$ cat src/core/euart_pkg.sv
// Purpose: Shared constants and types for the enhanced serial transceiver.
// Assumes: APB slave, 32-bit data, one word per register.
// Notes:   Offsets, field positions and reset values of the bus map are kept here.
package euart_pkg;
   localparam int          FIFO_DEPTH   = 15;
   localparam int          CNT_W        = 4;
   localparam int          BAUD_W       = 16;
   localparam int          OVERSAMPLE   = 16;
   localparam logic [3:0]  TICK_LAST    = 4'hf;
   localparam logic [3:0]  TICK_HALF    = 4'h7;
   localparam logic [2:0]  WLEN_BASE    = 3'h4;
   localparam int          ADDR_W       = 8;
   localparam logic [7:0]  OFS_LCR      = 8'h00;
   localparam logic [7:0]  OFS_DATA     = 8'h04;
   localparam logic [7:0]  OFS_BAUD     = 8'h08;
   localparam logic [7:0]  OFS_TRIG     = 8'h0c;
   localparam logic [7:0]  OFS_STAT     = 8'h10;
   localparam logic [7:0]  LCR_RST      = 8'h00;
   localparam logic [15:0] BAUD_RST     = 16'h0001;
   localparam logic [3:0]  TX_LVL_RST   = 4'h1;
   localparam logic [3:0]  RX_LVL_RST   = 4'h1;
   localparam int          LCR_EN       = 7;
   localparam int          LCR_SB       = 6;
   localparam int          LCR_WLS_LO   = 4;
   localparam int          LCR_OP       = 2;
   localparam int          LCR_PE       = 1;
   localparam int          LCR_SP       = 0;
   localparam int          TRIG_TX_LO   = 0;
   localparam int          TRIG_RX_LO   = 8;
   localparam int          STAT_RX_LO   = 4;
   localparam int          STAT_TXREQ   = 8;
   localparam int          STAT_RXREQ   = 9;
   localparam int          STAT_BUSY    = 10;
   localparam int          STAT_PARITY_ERROR_FLAG    = 11;

   typedef struct packed {
      logic       serial_enable;
      logic       stop_bit_select;
      logic [1:0] word_length_select;
      logic       odd_parity_select;
      logic       parity_enable;
      logic       stick_parity_select;
   } line_ctrl_type;

   typedef struct packed {
      logic       parity_error_flag;
      logic [7:0] data;
   } rx_word_type;
endpackage

$ cat src/core/euart_fifo.sv
// Purpose: Synchronous FIFO with valid/ready on both sides.
// Assumes: Single clock; clear empties it in one cycle.
// Notes:   Count saturates at DEPTH; full refuses writes, empty refuses reads.
module euart_fifo #(
   parameter int WIDTH = 8,
   parameter int DEPTH = 15,
   parameter int CNT_W = 4
) (
   input  wire logic             mclk,
   input  wire logic             rst_n,
   input  wire logic             clr,
   input  wire logic             wr_valid,
   output      logic             wr_ready,
   input  wire logic [WIDTH-1:0] wr_data,
   output      logic             rd_valid,
   input  wire logic             rd_ready,
   output      logic [WIDTH-1:0] rd_data,
   output      logic [CNT_W-1:0] count
);
   logic [WIDTH-1:0] mem [DEPTH];
   logic [CNT_W-1:0] wp_r;
   logic [CNT_W-1:0] rp_r;
   logic [CNT_W-1:0] cnt_r;
   logic             push;
   logic             pop;

   assign wr_ready = (cnt_r != CNT_W'(DEPTH));
   assign rd_valid = (cnt_r != '0);
   assign push     = wr_valid & wr_ready;
   assign pop      = rd_valid & rd_ready;
   assign rd_data  = mem[rp_r];
   assign count    = cnt_r;

   always_ff @(posedge mclk) begin
      if (push) begin
         mem[wp_r] <= wr_data;
      end
   end

   always_ff @(posedge mclk or negedge rst_n) begin
      if (!rst_n) begin
         wp_r  <= '0;
         rp_r  <= '0;
         cnt_r <= '0;
      end else if (clr) begin
         wp_r  <= '0;
         rp_r  <= '0;
         cnt_r <= '0;
      end else begin
         if (push) begin
            wp_r <= (wp_r == CNT_W'(DEPTH - 1)) ? '0 : wp_r + 1'b1;
         end
         if (pop) begin
            rp_r <= (rp_r == CNT_W'(DEPTH - 1)) ? '0 : rp_r + 1'b1;
         end
         if (push && !pop) begin
            cnt_r <= cnt_r + 1'b1;
         end else if (pop && !push) begin
            cnt_r <= cnt_r - 1'b1;
         end
      end
   end
endmodule // euart_fifo

$ cat src/core/euart.sv
// Purpose: Enhanced serial transceiver with FIFOs and programmable framing.
// Assumes: APB3 slave on mclk; rxd is asynchronous and is synchronised.
// Notes:   One wait state on every APB access; overflow writes are dropped.
module euart
   import euart_pkg::*;
#(
   parameter int DEPTH = FIFO_DEPTH
) (
   input  wire logic              mclk,
   input  wire logic              rst_n,
   input  wire logic              psel,
   input  wire logic              penable,
   input  wire logic              pwrite,
   input  wire logic [ADDR_W-1:0] paddr,
   input  wire logic [31:0]       pwdata,
   output      logic [31:0]       prdata,
   output      logic              pready,
   output      logic              pslverr,
   input  wire logic              rxd,
   output      logic              txd,
   output      logic              tx_fifo_req,
   output      logic              rx_fifo_req
);
   typedef enum logic [2:0] {TX_IDLE, TX_START, TX_DATA, TX_PAR, TX_STOP} tx_state_type;
   typedef enum logic [2:0] {RX_IDLE, RX_START, RX_DATA, RX_PAR, RX_STOP} rx_state_type;

   line_ctrl_type     lcr_r;
   logic [BAUD_W-1:0] baud_r;
   logic [BAUD_W-1:0] div_cnt_r;
   logic              tick_r;
   logic [3:0]        tx_lvl_r;
   logic [3:0]        rx_lvl_r;
   logic [31:0]       prdata_r;
   logic              pready_r;
   logic              pslverr_r;
   logic              access;
   logic              xfer;
   logic              mapped;
   logic              tx_push;
   logic              rx_pop;
   logic              tx_wr_ready;
   logic              tx_rd_valid;
   logic              tx_rd_ready;
   logic [7:0]        tx_rd_data;
   logic [CNT_W-1:0]  tx_cnt;
   logic              rx_wr_valid;
   rx_word_type       rx_wr_data;
   logic              rx_rd_valid;
   rx_word_type       rx_rd_data;
   logic [CNT_W-1:0]  rx_cnt;
   logic [2:0]        last_bit;
   logic              rx_meta_r;
   logic              rx_sync_r;
   tx_state_type      tx_state_r;
   logic [3:0]        tx_tick_r;
   logic [2:0]        tx_bit_r;
   logic [7:0]        tx_sh_r;
   logic              tx_par_r;
   logic              txd_r;
   rx_state_type      rx_state_r;
   logic [3:0]        rx_tick_r;
   logic [2:0]        rx_bit_r;
   logic [7:0]        rx_sh_r;
   logic              rx_parity_error_flag_r;
   logic              rx_push_r;
   logic              tx_req_r;
   logic              rx_req_r;

   assign access   = psel & penable & ~pready_r;
   assign xfer     = psel & penable & pready_r;
   assign mapped   = (paddr == OFS_LCR) | (paddr == OFS_DATA) | (paddr == OFS_BAUD) |
                     (paddr == OFS_TRIG) | (paddr == OFS_STAT);
   assign tx_push  = xfer & pwrite & (paddr == OFS_DATA);
   assign rx_pop   = xfer & ~pwrite & (paddr == OFS_DATA);
   assign last_bit = {1'b0, lcr_r.word_length_select} + WLEN_BASE;

   assign prdata      = prdata_r;
   assign pready      = pready_r;
   assign pslverr     = pslverr_r;
   assign txd         = txd_r;
   assign tx_fifo_req = tx_req_r;
   assign rx_fifo_req = rx_req_r;

   // Both queues sit between the bus and the shifters.
   euart_fifo #(
      .WIDTH (8),
      .DEPTH (DEPTH),
      .CNT_W (CNT_W)
   ) u_tx_fifo (
      .mclk     (mclk),
      .rst_n    (rst_n),
      .clr      (1'b0),
      .wr_valid (tx_push),
      .wr_ready (tx_wr_ready),
      .wr_data  (pwdata[7:0]),
      .rd_valid (tx_rd_valid),
      .rd_ready (tx_rd_ready),
      .rd_data  (tx_rd_data),
      .count    (tx_cnt)
   );

   euart_fifo #(
      .WIDTH ($bits(rx_word_type)),
      .DEPTH (DEPTH),
      .CNT_W (CNT_W)
   ) u_rx_fifo (
      .mclk     (mclk),
      .rst_n    (rst_n),
      .clr      (1'b0),
      .wr_valid (rx_wr_valid),
      .wr_ready (),
      .wr_data  (rx_wr_data),
      .rd_valid (rx_rd_valid),
      .rd_ready (rx_pop),
      .rd_data  (rx_rd_data),
      .count    (rx_cnt)
   );

   // APB handshake: one wait state lets read data come from a flop.
   always_ff @(posedge mclk or negedge rst_n) begin
      if (!rst_n) begin
         pready_r  <= 1'b0;
         pslverr_r <= 1'b0;
      end else begin
         pready_r  <= access;
         pslverr_r <= access & ~mapped;
      end
   end

   always_ff @(posedge mclk or negedge rst_n) begin
      if (!rst_n) begin
         prdata_r <= '0;
      end else if (access && !pwrite) begin
         prdata_r <= '0;
         unique case (paddr)
            OFS_LCR: begin
               prdata_r[LCR_EN]                 <= lcr_r.serial_enable;
               prdata_r[LCR_SB]                 <= lcr_r.stop_bit_select;
               prdata_r[LCR_WLS_LO +: 2]        <= lcr_r.word_length_select;
               prdata_r[LCR_OP]                 <= lcr_r.odd_parity_select;
               prdata_r[LCR_PE]                 <= rx_rd_valid &
                                                   rx_rd_data.parity_error_flag;
               prdata_r[LCR_SP]                 <= lcr_r.stick_parity_select;
            end
            OFS_DATA: prdata_r[7:0] <= rx_rd_data.data;
            OFS_BAUD: prdata_r[BAUD_W-1:0] <= baud_r;
            OFS_TRIG: begin
               prdata_r[TRIG_TX_LO +: 4] <= tx_lvl_r;
               prdata_r[TRIG_RX_LO +: 4] <= rx_lvl_r;
            end
            OFS_STAT: begin
               prdata_r[CNT_W-1:0]             <= tx_cnt;
               prdata_r[STAT_RX_LO +: CNT_W]   <= rx_cnt;
               prdata_r[STAT_TXREQ]            <= tx_req_r;
               prdata_r[STAT_RXREQ]            <= rx_req_r;
               prdata_r[STAT_BUSY]             <= (tx_state_r != TX_IDLE);
               prdata_r[STAT_PARITY_ERROR_FLAG]             <= rx_rd_valid & rx_rd_data.parity_error_flag;
            end
            default: prdata_r <= '0;
         endcase
      end
   end

   always_ff @(posedge mclk or negedge rst_n) begin
      if (!rst_n) begin
         lcr_r <= line_ctrl_type'(LCR_RST);
      end else if (xfer && pwrite && paddr == OFS_LCR) begin
         lcr_r.serial_enable       <= pwdata[LCR_EN];
         lcr_r.stop_bit_select     <= pwdata[LCR_SB];
         lcr_r.word_length_select  <= pwdata[LCR_WLS_LO +: 2];
         lcr_r.odd_parity_select   <= pwdata[LCR_OP];
         lcr_r.parity_enable       <= pwdata[LCR_PE];
         lcr_r.stick_parity_select <= pwdata[LCR_SP];
      end
   end

   always_ff @(posedge mclk or negedge rst_n) begin
      if (!rst_n) begin
         baud_r   <= BAUD_RST;
         tx_lvl_r <= TX_LVL_RST;
         rx_lvl_r <= RX_LVL_RST;
      end else if (xfer && pwrite) begin
         if (paddr == OFS_BAUD) begin
            baud_r <= pwdata[BAUD_W-1:0];
         end
         if (paddr == OFS_TRIG) begin
            tx_lvl_r <= pwdata[TRIG_TX_LO +: 4];
            rx_lvl_r <= pwdata[TRIG_RX_LO +: 4];
         end
      end
   end

   // Private divider; a divisor of zero behaves as one so the tick never stops.
   always_ff @(posedge mclk or negedge rst_n) begin
      if (!rst_n) begin
         div_cnt_r <= '0;
         tick_r    <= 1'b0;
      end else if (div_cnt_r + 1'b1 >= baud_r) begin
         div_cnt_r <= '0;
         tick_r    <= 1'b1;
      end else begin
         div_cnt_r <= div_cnt_r + 1'b1;
         tick_r    <= 1'b0;
      end
   end

   // Thresholds: transmit asks when its level or fewer remain, receive when its level is met and the queue is not empty.
   always_ff @(posedge mclk or negedge rst_n) begin
      if (!rst_n) begin
         tx_req_r <= 1'b0;
         rx_req_r <= 1'b0;
      end else begin
         tx_req_r <= (tx_cnt <= tx_lvl_r);
         rx_req_r <= (rx_cnt >= rx_lvl_r) && (rx_cnt != '0);
      end
   end

   assign tx_rd_ready = lcr_r.serial_enable & (tx_state_r == TX_IDLE) & tick_r;

   always_ff @(posedge mclk or negedge rst_n) begin
      if (!rst_n) begin
         tx_state_r <= TX_IDLE;
         tx_tick_r  <= '0;
         tx_bit_r   <= '0;
         tx_sh_r    <= '0;
         tx_par_r   <= 1'b0;
         txd_r      <= 1'b1;
      end else if (tick_r) begin
         tx_tick_r <= tx_tick_r + 1'b1;
         unique case (tx_state_r)
            TX_IDLE: begin
               txd_r     <= 1'b1;
               tx_tick_r <= '0;
               if (tx_rd_ready && tx_rd_valid) begin
                  tx_sh_r    <= tx_rd_data;
                  tx_par_r   <= lcr_r.stick_parity_select ? 1'b1 :
                                (^(tx_rd_data & (8'hff >> (2'h3 - lcr_r.word_length_select))))
                                ^ lcr_r.odd_parity_select;
                  txd_r      <= 1'b0;
                  tx_state_r <= TX_START;
               end
            end
            TX_START: begin
               if (tx_tick_r == TICK_LAST) begin
                  tx_bit_r   <= '0;
                  txd_r      <= tx_sh_r[0];
                  tx_state_r <= TX_DATA;
               end
            end
            TX_DATA: begin
               if (tx_tick_r == TICK_LAST) begin
                  tx_bit_r <= tx_bit_r + 1'b1;
                  txd_r    <= tx_sh_r[tx_bit_r + 1'b1];
                  if (tx_bit_r == last_bit) begin
                     tx_bit_r   <= '0;
                     txd_r      <= lcr_r.parity_enable ? tx_par_r : 1'b1;
                     tx_state_r <= lcr_r.parity_enable ? TX_PAR : TX_STOP;
                  end
               end
            end
            TX_PAR: begin
               if (tx_tick_r == TICK_LAST) begin
                  txd_r      <= 1'b1;
                  tx_state_r <= TX_STOP;
               end
            end
            TX_STOP: begin
               if (tx_tick_r == TICK_LAST) begin
                  tx_bit_r <= tx_bit_r + 1'b1;
                  if (tx_bit_r == {2'b00, lcr_r.stop_bit_select}) begin
                     tx_state_r <= TX_IDLE;
                  end
               end
            end
         endcase
      end
   end

   // The first flop only feeds the second; everything else reads rx_sync_r.
   always_ff @(posedge mclk or negedge rst_n) begin
      if (!rst_n) begin
         rx_meta_r <= 1'b1;
         rx_sync_r <= 1'b1;
      end else begin
         rx_meta_r <= rxd;
         rx_sync_r <= rx_meta_r;
      end
   end

   assign rx_wr_valid = rx_push_r;
   assign rx_wr_data  = '{parity_error_flag: rx_parity_error_flag_r, data: rx_sh_r};

   // A byte arriving with the receive queue full is lost.
   always_ff @(posedge mclk or negedge rst_n) begin
      if (!rst_n) begin
         rx_state_r <= RX_IDLE;
         rx_tick_r  <= '0;
         rx_bit_r   <= '0;
         rx_sh_r    <= '0;
         rx_parity_error_flag_r  <= 1'b0;
         rx_push_r  <= 1'b0;
      end else begin
         rx_push_r <= 1'b0;
         if (tick_r) begin
            rx_tick_r <= rx_tick_r + 1'b1;
            unique case (rx_state_r)
               RX_IDLE: begin
                  rx_tick_r <= '0;
                  if (lcr_r.serial_enable && !rx_sync_r) begin
                     rx_state_r <= RX_START;
                  end
               end
               RX_START: begin
                  if (rx_tick_r == TICK_HALF) begin
                     rx_tick_r  <= '0;
                     rx_bit_r   <= '0;
                     rx_sh_r    <= '0;
                     rx_state_r <= rx_sync_r ? RX_IDLE : RX_DATA;
                  end
               end
               RX_DATA: begin
                  if (rx_tick_r == TICK_LAST) begin
                     rx_sh_r[rx_bit_r] <= rx_sync_r;
                     rx_bit_r          <= rx_bit_r + 1'b1;
                     if (rx_bit_r == last_bit) begin
                        rx_state_r <= lcr_r.parity_enable ? RX_PAR : RX_STOP;
                     end
                  end
               end
               RX_PAR: begin
                  if (rx_tick_r == TICK_LAST) begin
                     rx_parity_error_flag_r  <= rx_sync_r != (lcr_r.stick_parity_select ? 1'b1 :
                                   (^rx_sh_r) ^ lcr_r.odd_parity_select);
                     rx_state_r <= RX_STOP;
                  end
               end
               RX_STOP: begin
                  if (rx_tick_r == TICK_LAST) begin
                     rx_push_r  <= 1'b1;
                     rx_state_r <= RX_IDLE;
                  end
               end
            endcase
         end
         if (rx_push_r) begin
            rx_parity_error_flag_r <= 1'b0;
         end
      end
   end
endmodule // euart

$ cat config.mk
export PLATFORM = sky130hd
export DESIGN_NAME = euart
export DESIGN_NICKNAME = d
export VERILOG_FILES = /design/src/core/euart_pkg.sv /design/src/core/euart_fifo.sv /design/src/core/euart.sv
export SDC_FILE = /design/constraint.sdc
export NUM_CORES = 1
export LEC_CHECK = 0
export BUFFER_PORTS_ARGS = -buffer_cell sky130_fd_sc_hd__buf_2
export CORE_UTILIZATION = 58
export CTS_BUF_LIST = sky130_fd_sc_hd__clkbuf_2 sky130_fd_sc_hd__clkbuf_4 sky130_fd_sc_hd__clkbuf_8
export CTS_CLUSTER_SIZE = 25
export DETAILED_ROUTE_END_ITERATION = 10
export HOLD_SLACK_MARGIN = 0.02
export PLACE_DENSITY = 0.76
export SETUP_SLACK_MARGIN = 0.02
export SLEW_MARGIN = 10
export SYNTH_ARGS = -nofsm -noshare
export SYNTH_HDL_FRONTEND = slang
export SYNTH_SLANG_ARGS = --single-unit
$ cat constraint.sdc
create_clock -name mclk -period 2.8 [get_ports mclk]
set_input_delay 0.84 -clock mclk [delete_from_list [all_inputs] [get_ports mclk]]
set_output_delay 0.84 -clock mclk [all_outputs]
set_load 0.01 [all_outputs]
After elaboration in Yosys (flattened, before gate mapping)
Memory sizes are Yosys's and may differ from the RTL's. Index checks and enable logic that the tools add are counted.

Input bits: 46. Output and inout bits: 37. Flip-flop bits (word level): 134. Logic and storage cells: 236. Memories: 2. Bits in writable memories: 255.

Memory list: u_rx_fifo.mem (words 15, width 9, rd ports 1, clocked after Yosys merged registers in 0, write ports 1, RTL line euart_fifo.sv:20) `logic [WIDTH-1:0] mem [DEPTH];`; u_tx_fifo.mem (words 15, width 8, rd ports 1, clocked after Yosys merged registers in 0, write ports 1, RTL line euart_fifo.sv:20).

Add/subtract/negate cells: 15. Shifts and indexed selects: 1. Eq/ne operators: 38. Order comparisons: 6. Bitwise gates (word level): 25. Reductions and logical operators: 42. Muxes and demuxes: 71.

Operator list (number): 3-bit two-way mux (20); 3-bit case mux with 5 select lines (3); 4-bit two-way mux (11); 4-bit by 1-bit adder with 4-bit output, second input constant (8); 4-bit equality test, second input constant (6); 2-bit != test, second input constant (12); 1-bit two-way mux (22); 16-bit by 1-bit adder with 16-bit output, second input constant (1); 8-bit by 4-bit equality test with 1-bit output, second input constant (2); 16-bit >= comparator (1); 16-bit two-way mux (1); 8-bit two-way mux (2); 4-bit case mux with 4 select lines (1); 8-bit case mux with 2 select lines (1); 8-bit XOR reduction (2); 1-bit bitwise AND (15); 3-bit by 2-bit equality test with 1-bit output, second input constant (4); 4-bit case mux with 3 select lines (1); 2-bit nonzero test (6); 4-bit nonzero test (3); 1-bit logical AND (11); 5-bit AND reduction (2); 3-bit case mux with 3 select lines (1); 8-bit bitwise AND (1); other kinds (38) (61).

Longest topological paths before layout
Word-level depth: 9. Gate-level depth with buffers: 14.

Cells and area by module
Synthesis repeated with hierarchy kept, for this count alone.

Cell total of the unflattened synthesis: 1293. Area total of the unflattened synthesis: 17745.8 um^2.

Modules (own cells, without submodules): euart (seq. area each 2760.1 um^2, times used 1, area an instance 6251.0 um^2, cells an instance 645); euart_fifo (u_rx_fifo) (seq. area each 4354.2 um^2, times used 1, area an instance 6035.8 um^2, cells an instance 338); euart_fifo (u_tx_fifo) (seq. area each 3903.7 um^2, times used 1, area an instance 5459.0 um^2, cells an instance 310).

Worst setup path before layout
OpenSTA, ideal clock, no wires.

Kind: input to register. Start point: in paddr[0]. End point: reg u_rx_fifo.cnt_r[3], in the netlist u_rx_fifo.count[3]. Setup slack: -853 ps. Buffers on the path: 0. Arrival time: 3528 ps. Stages on the path: 13. Library setup time: 125 ps. Cell sequence: or4_1 nor2_1 nand3_1 nor4_1 inv_1 ha_1 inv_1 ha_1 a21o_1 a21oi_1 xnor2_1 nor2_1 xor2_1.

Cells in the longest elaborated chain, start to end: 6.

Ends and longest elaborated chain: from (decl) (RTL line euart.sv:14) `input wire logic [ADDR_W-1:0] paddr,`; 8-bit by 3-bit equality test with 1-bit output * (RTL line euart.sv:74) `assign rx_pop = xfer & ~pwrite & (paddr == OFS_DATA);`; 1-bit bitwise AND * (RTL line euart.sv:74); 1-bit bitwise AND * (RTL line euart_fifo.sv:30) `assign pop = rd_valid & rd_ready;`; 1-bit zero test (RTL line euart_fifo.sv:56) `if (push && !pop) begin`; 1-bit logical AND (RTL line euart_fifo.sv:56); 4-bit two-way mux / 2-bit nonzero test (equally long branches); to (signal assigned) (RTL line euart_fifo.sv:57) `cnt_r <= cnt_r + 1'b1;`; to (signal assigned) (RTL line euart_fifo.sv:59) `cnt_r <= cnt_r - 1'b1;`; to (decl) (RTL line euart_fifo.sv:23) `logic [CNT_W-1:0] cnt_r;`.

Every way passes the cells marked *; elsewhere a longest branch is shown, timed or not. A chain may end at the register's enable or synchronous reset.

Worst setup path after layout
Start point: in paddr[0]. End point: reg u_tx_fifo.cnt_r[3], in the netlist u_tx_fifo.count[3].

Cells in the longest elaborated chain, start to end: 6.

Ends and longest elaborated chain: 8-bit by 3-bit equality test with 1-bit output * (RTL line euart.sv:73) `assign tx_push = xfer & pwrite & (paddr == OFS_DATA);`; 1-bit bitwise AND * (RTL line euart.sv:73); 1-bit bitwise AND * (RTL line euart_fifo.sv:29) `assign push = wr_valid & wr_ready;`; 1-bit zero test (RTL line euart_fifo.sv:58) `end else if (pop && !push) begin`; 1-bit logical AND (RTL line euart_fifo.sv:58); 2-bit nonzero test (no source line); to (signal assigned) (RTL line euart_fifo.sv:57); to (signal assigned) (RTL line euart_fifo.sv:59); to (decl) (RTL line euart_fifo.sv:23).

Marked as above.

==> flow_summary.yaml <==
cts:
  cts_made_buffers: 61
  ctsLongestPathBuffers: 3
  cts-root-buf: "clkbuf_8"
  cts.clk_slew.worst_paths_ns: 0.06
  numClockSinks: 389
  postCtsHoldBufs: 0
  cts_tree: "done"
  cts_max_level: 2
  clk_latency_ns: 0.61
worst_setup_path:
  reg2reg_from: "div_cnt_r[0]$_DFF_PN0_"
  worstSetupEndpointType: "flip-flop"
  crit_fanout: 9
  critPathKind: "primary input to flip-flop"
  reg2reg_depth: 12
  required_ns: 3.28
  reg2reg_to: "tick_r$_DFF_PN0_"
  crit_arrival_ns: 3.15
  reg2reg_slack_ns: 0.18
  start_kind: "primary input"
floorplanning:
  initial_core_util: 0.5895
  die_x_microns: 175.3
  die_h_microns: 175.3
  ioPinCount: 83
  row_count: 63
  die_area_sq_um: 30740
  core_area_sq_um: 29560
power_and_ir_drop:
  peakVddDrop_uv: 642.0
  p_leak_nw: 7.552
  powerDensity_nw_per_um2: 543.2
  finalPower_mw: 10.94
yosys:
  synth.most_common_cell: "edfxtp_1"
  syn-cell-area_sq_um: 17420
  yosysWarnings: 0
  synthTopCellsByArea: "edfxtp_1 (44%), dfrtp_1 (18%), mux4_2 (7.2%)"
  async_reset_ff_frac: 0.3445
  synth_top_area_share: 0.4395
  synth_common_cells: "edfxtp_1 (255), nand2_1 (132), dfrtp_1 (128)"
  avgSynthCellArea_sq_um: 13.72
  synth_edf_count: 255
  synthDistinctLibCells: 74
  ys_seq_area_frac: 0.6323
  yosys_register_bits: 389
  syn_inst: 1270
  synth_top_flop_cell: "edfxtp_1"
  yosys.area.top_type: "edfxtp_1"
sta:
  finalCritPeriodShare: 0.9542
  tightest_slew_ns: 0.8076
  skew_ns: 0.03111
  setup_viol: 0
  clock.fmax_ghz: 0.3743
  hold_violations: 0
  whs_ns: 0.1459
  relSlewSlack: 0.4575
  finalMaxSlewViolations: 0
  period_needed_ns: 2.672
  setup_tns_ns: 0
status:
  run_status: "completed"
hold_path:
  hold_path_class: "primary input to asynchronous set/reset pin"
grt:
  grt_pass1_vias: 10940
  antenna_found_initial: 0
  grt_max_degree: 55
  grt_pass1_wl_microns: 59440
  grt_use_total: 0.2522
  gr-total-overflow: 0
finish:
  fill_cells: 2020
  nNetsFinal: 1507
  fin_cells: 1866
  diodes: 0
  areaGrowthSynthToFinish_pct: 15.60
  layout-drive-gt1-share: 0.2690
drt:
  dr.pass1.iters: 5
  viasPerCell: 5.861
  drt-initial-drc-count: 725
  num_vias: 10940
  wirelength_microns: 37380
  wl_per_cell_microns: 20.03
  drc: 0
  ant_nets: 0
place:
  io_buffers: 50
  dp_cells: 1742
  place_hpwl_microns: 25510
  gp_congestion: 0.8245
run:
  maxCapViolCount: 0
## cells in the final DEF, fill, tap and decap left out, types with 19 or more instances in the layout
master / n
clkbuf_8: 63
clkinv_1: 19
ha_1: 33
buf_2: 49
mux2_2: 25
a21oi_1: 28
mux4_2: 56
nand2_1: 132
mux2i_1: 29
inv_1: 48
xnor2_1: 27
o21ai_0: 107
nor2_1: 56
dfrtp_1: 126
nand3_1: 22
buf_4: 98
clkbuf_4: 21
edfxtp_1: 255
## worst max-delay path: stages
cell,delay (ns)
buf_2,0.09
or4_4,0.54
nor2_4,0.13
nand3_4,0.10
buf_6,0.16
nor2_4,0.11
ha_2,0.18
inv_1,0.06
buf_4,0.14
ha_1,0.31
a21oi_2,0.17
xnor2_1,0.13
nor2_1,0.06
xor2_1,0.13
## what timing repair did
action                                  4_1_cts  5_1_grt
setup buffers                                 5        4
pin swaps                                     2       12
resized for setup                             2       22
endpoints found under the setup margin        1       20
## power breakdown
group	total (mW)	switching (mW)	internal [mW]
registers	6.12	0.00797	6.11
logic	0.176	0.131	0.0458
clock network	4.64	2.17	2.48
total	10.9	2.31	8.64
## per-layer routing
metal / wire (microns) / vias up / global-route usage
met4: 892 / 0 / 0.08080
li1: - / 5016 / -
met5: 0 / - / 0
met3: 2083 / 69 / 0.03506
met1: 15880 / 5516 / 0.3506
met2: 18520 / 335 / 0.4157
## through the flow
| step | area [sq um] | utilization | setup WS [ns] |
|---|---|---|---|
| after floorplan | 17660 | - | -0.4802 |
| after global placement | 18790 | 0.6358 | -0.5182 |
| after detailed placement | 18790 | 0.6358 | -0.5861 |
| after CTS | 20040 | 0.6779 | 0.02611 |
| after global routing | 20140 | 0.6814 | -0.002572 |
| final | 20140 | 0.6814 | 0.1281 |
## flip-flops by register name, indices dropped and copies added, names as in the netlist, 7 cells and up
name / count
baud_r: 16
u_tx_fifo.mem: 120
prdata: 16
u_rx_fifo.mem: 135
lcr_r: 7
rx_sh_r: 8
tx_sh_r: 8
div_cnt_r: 16
## cell families (layout without fill, tap and decap cells)
group           after synthesis  in the layout  synth area share
xor+xnor                     44             44           0.02420
simple gates                312            312           0.08050
mux                         118            118            0.1146
fa+ha+maj                    37             37           0.02743
buf+inv                     134            325           0.03569
compound gates              235            235           0.08502
flops                       389            389            0.6323
other cells                   1             16         0.0002152
## how the worst max path moves through the flow
stage / startpoint / endpoint / cells past startpoint
floorplan: paddr[0] / u_rx_fifo.count[3]$_DFFE_PN0P_ / 13
global placement: paddr[0] / u_tx_fifo.count[3]$_DFFE_PN0P_ / 14
detailed placement: paddr[0] / u_tx_fifo.count[3]$_DFFE_PN0P_ / 14
CTS: u_tx_fifo.rp_r[0]$_DFFE_PN0P_ / tx_par_r$_DFFE_PN0P_ / 11
global route: div_cnt_r[0]$_DFF_PN0_ / tick_r$_DFF_PN0_ / 12
finish: paddr[0] / u_tx_fifo.count[3]$_DFFE_PN0P_ / 14
## area by class of cell
class                      count  area, sq um  share of cell area
tap                          390        488.0             0.02423
inverter                      53        198.9            0.009876
timing repair buffer         157         1155             0.05733
clock inverter                31        177.7            0.008820
multi-input combinational    762         6078              0.3018
sequential                   389        11020              0.5471
clock buffer                  84         1025             0.05087
Power figures use the tool's default switching activity.
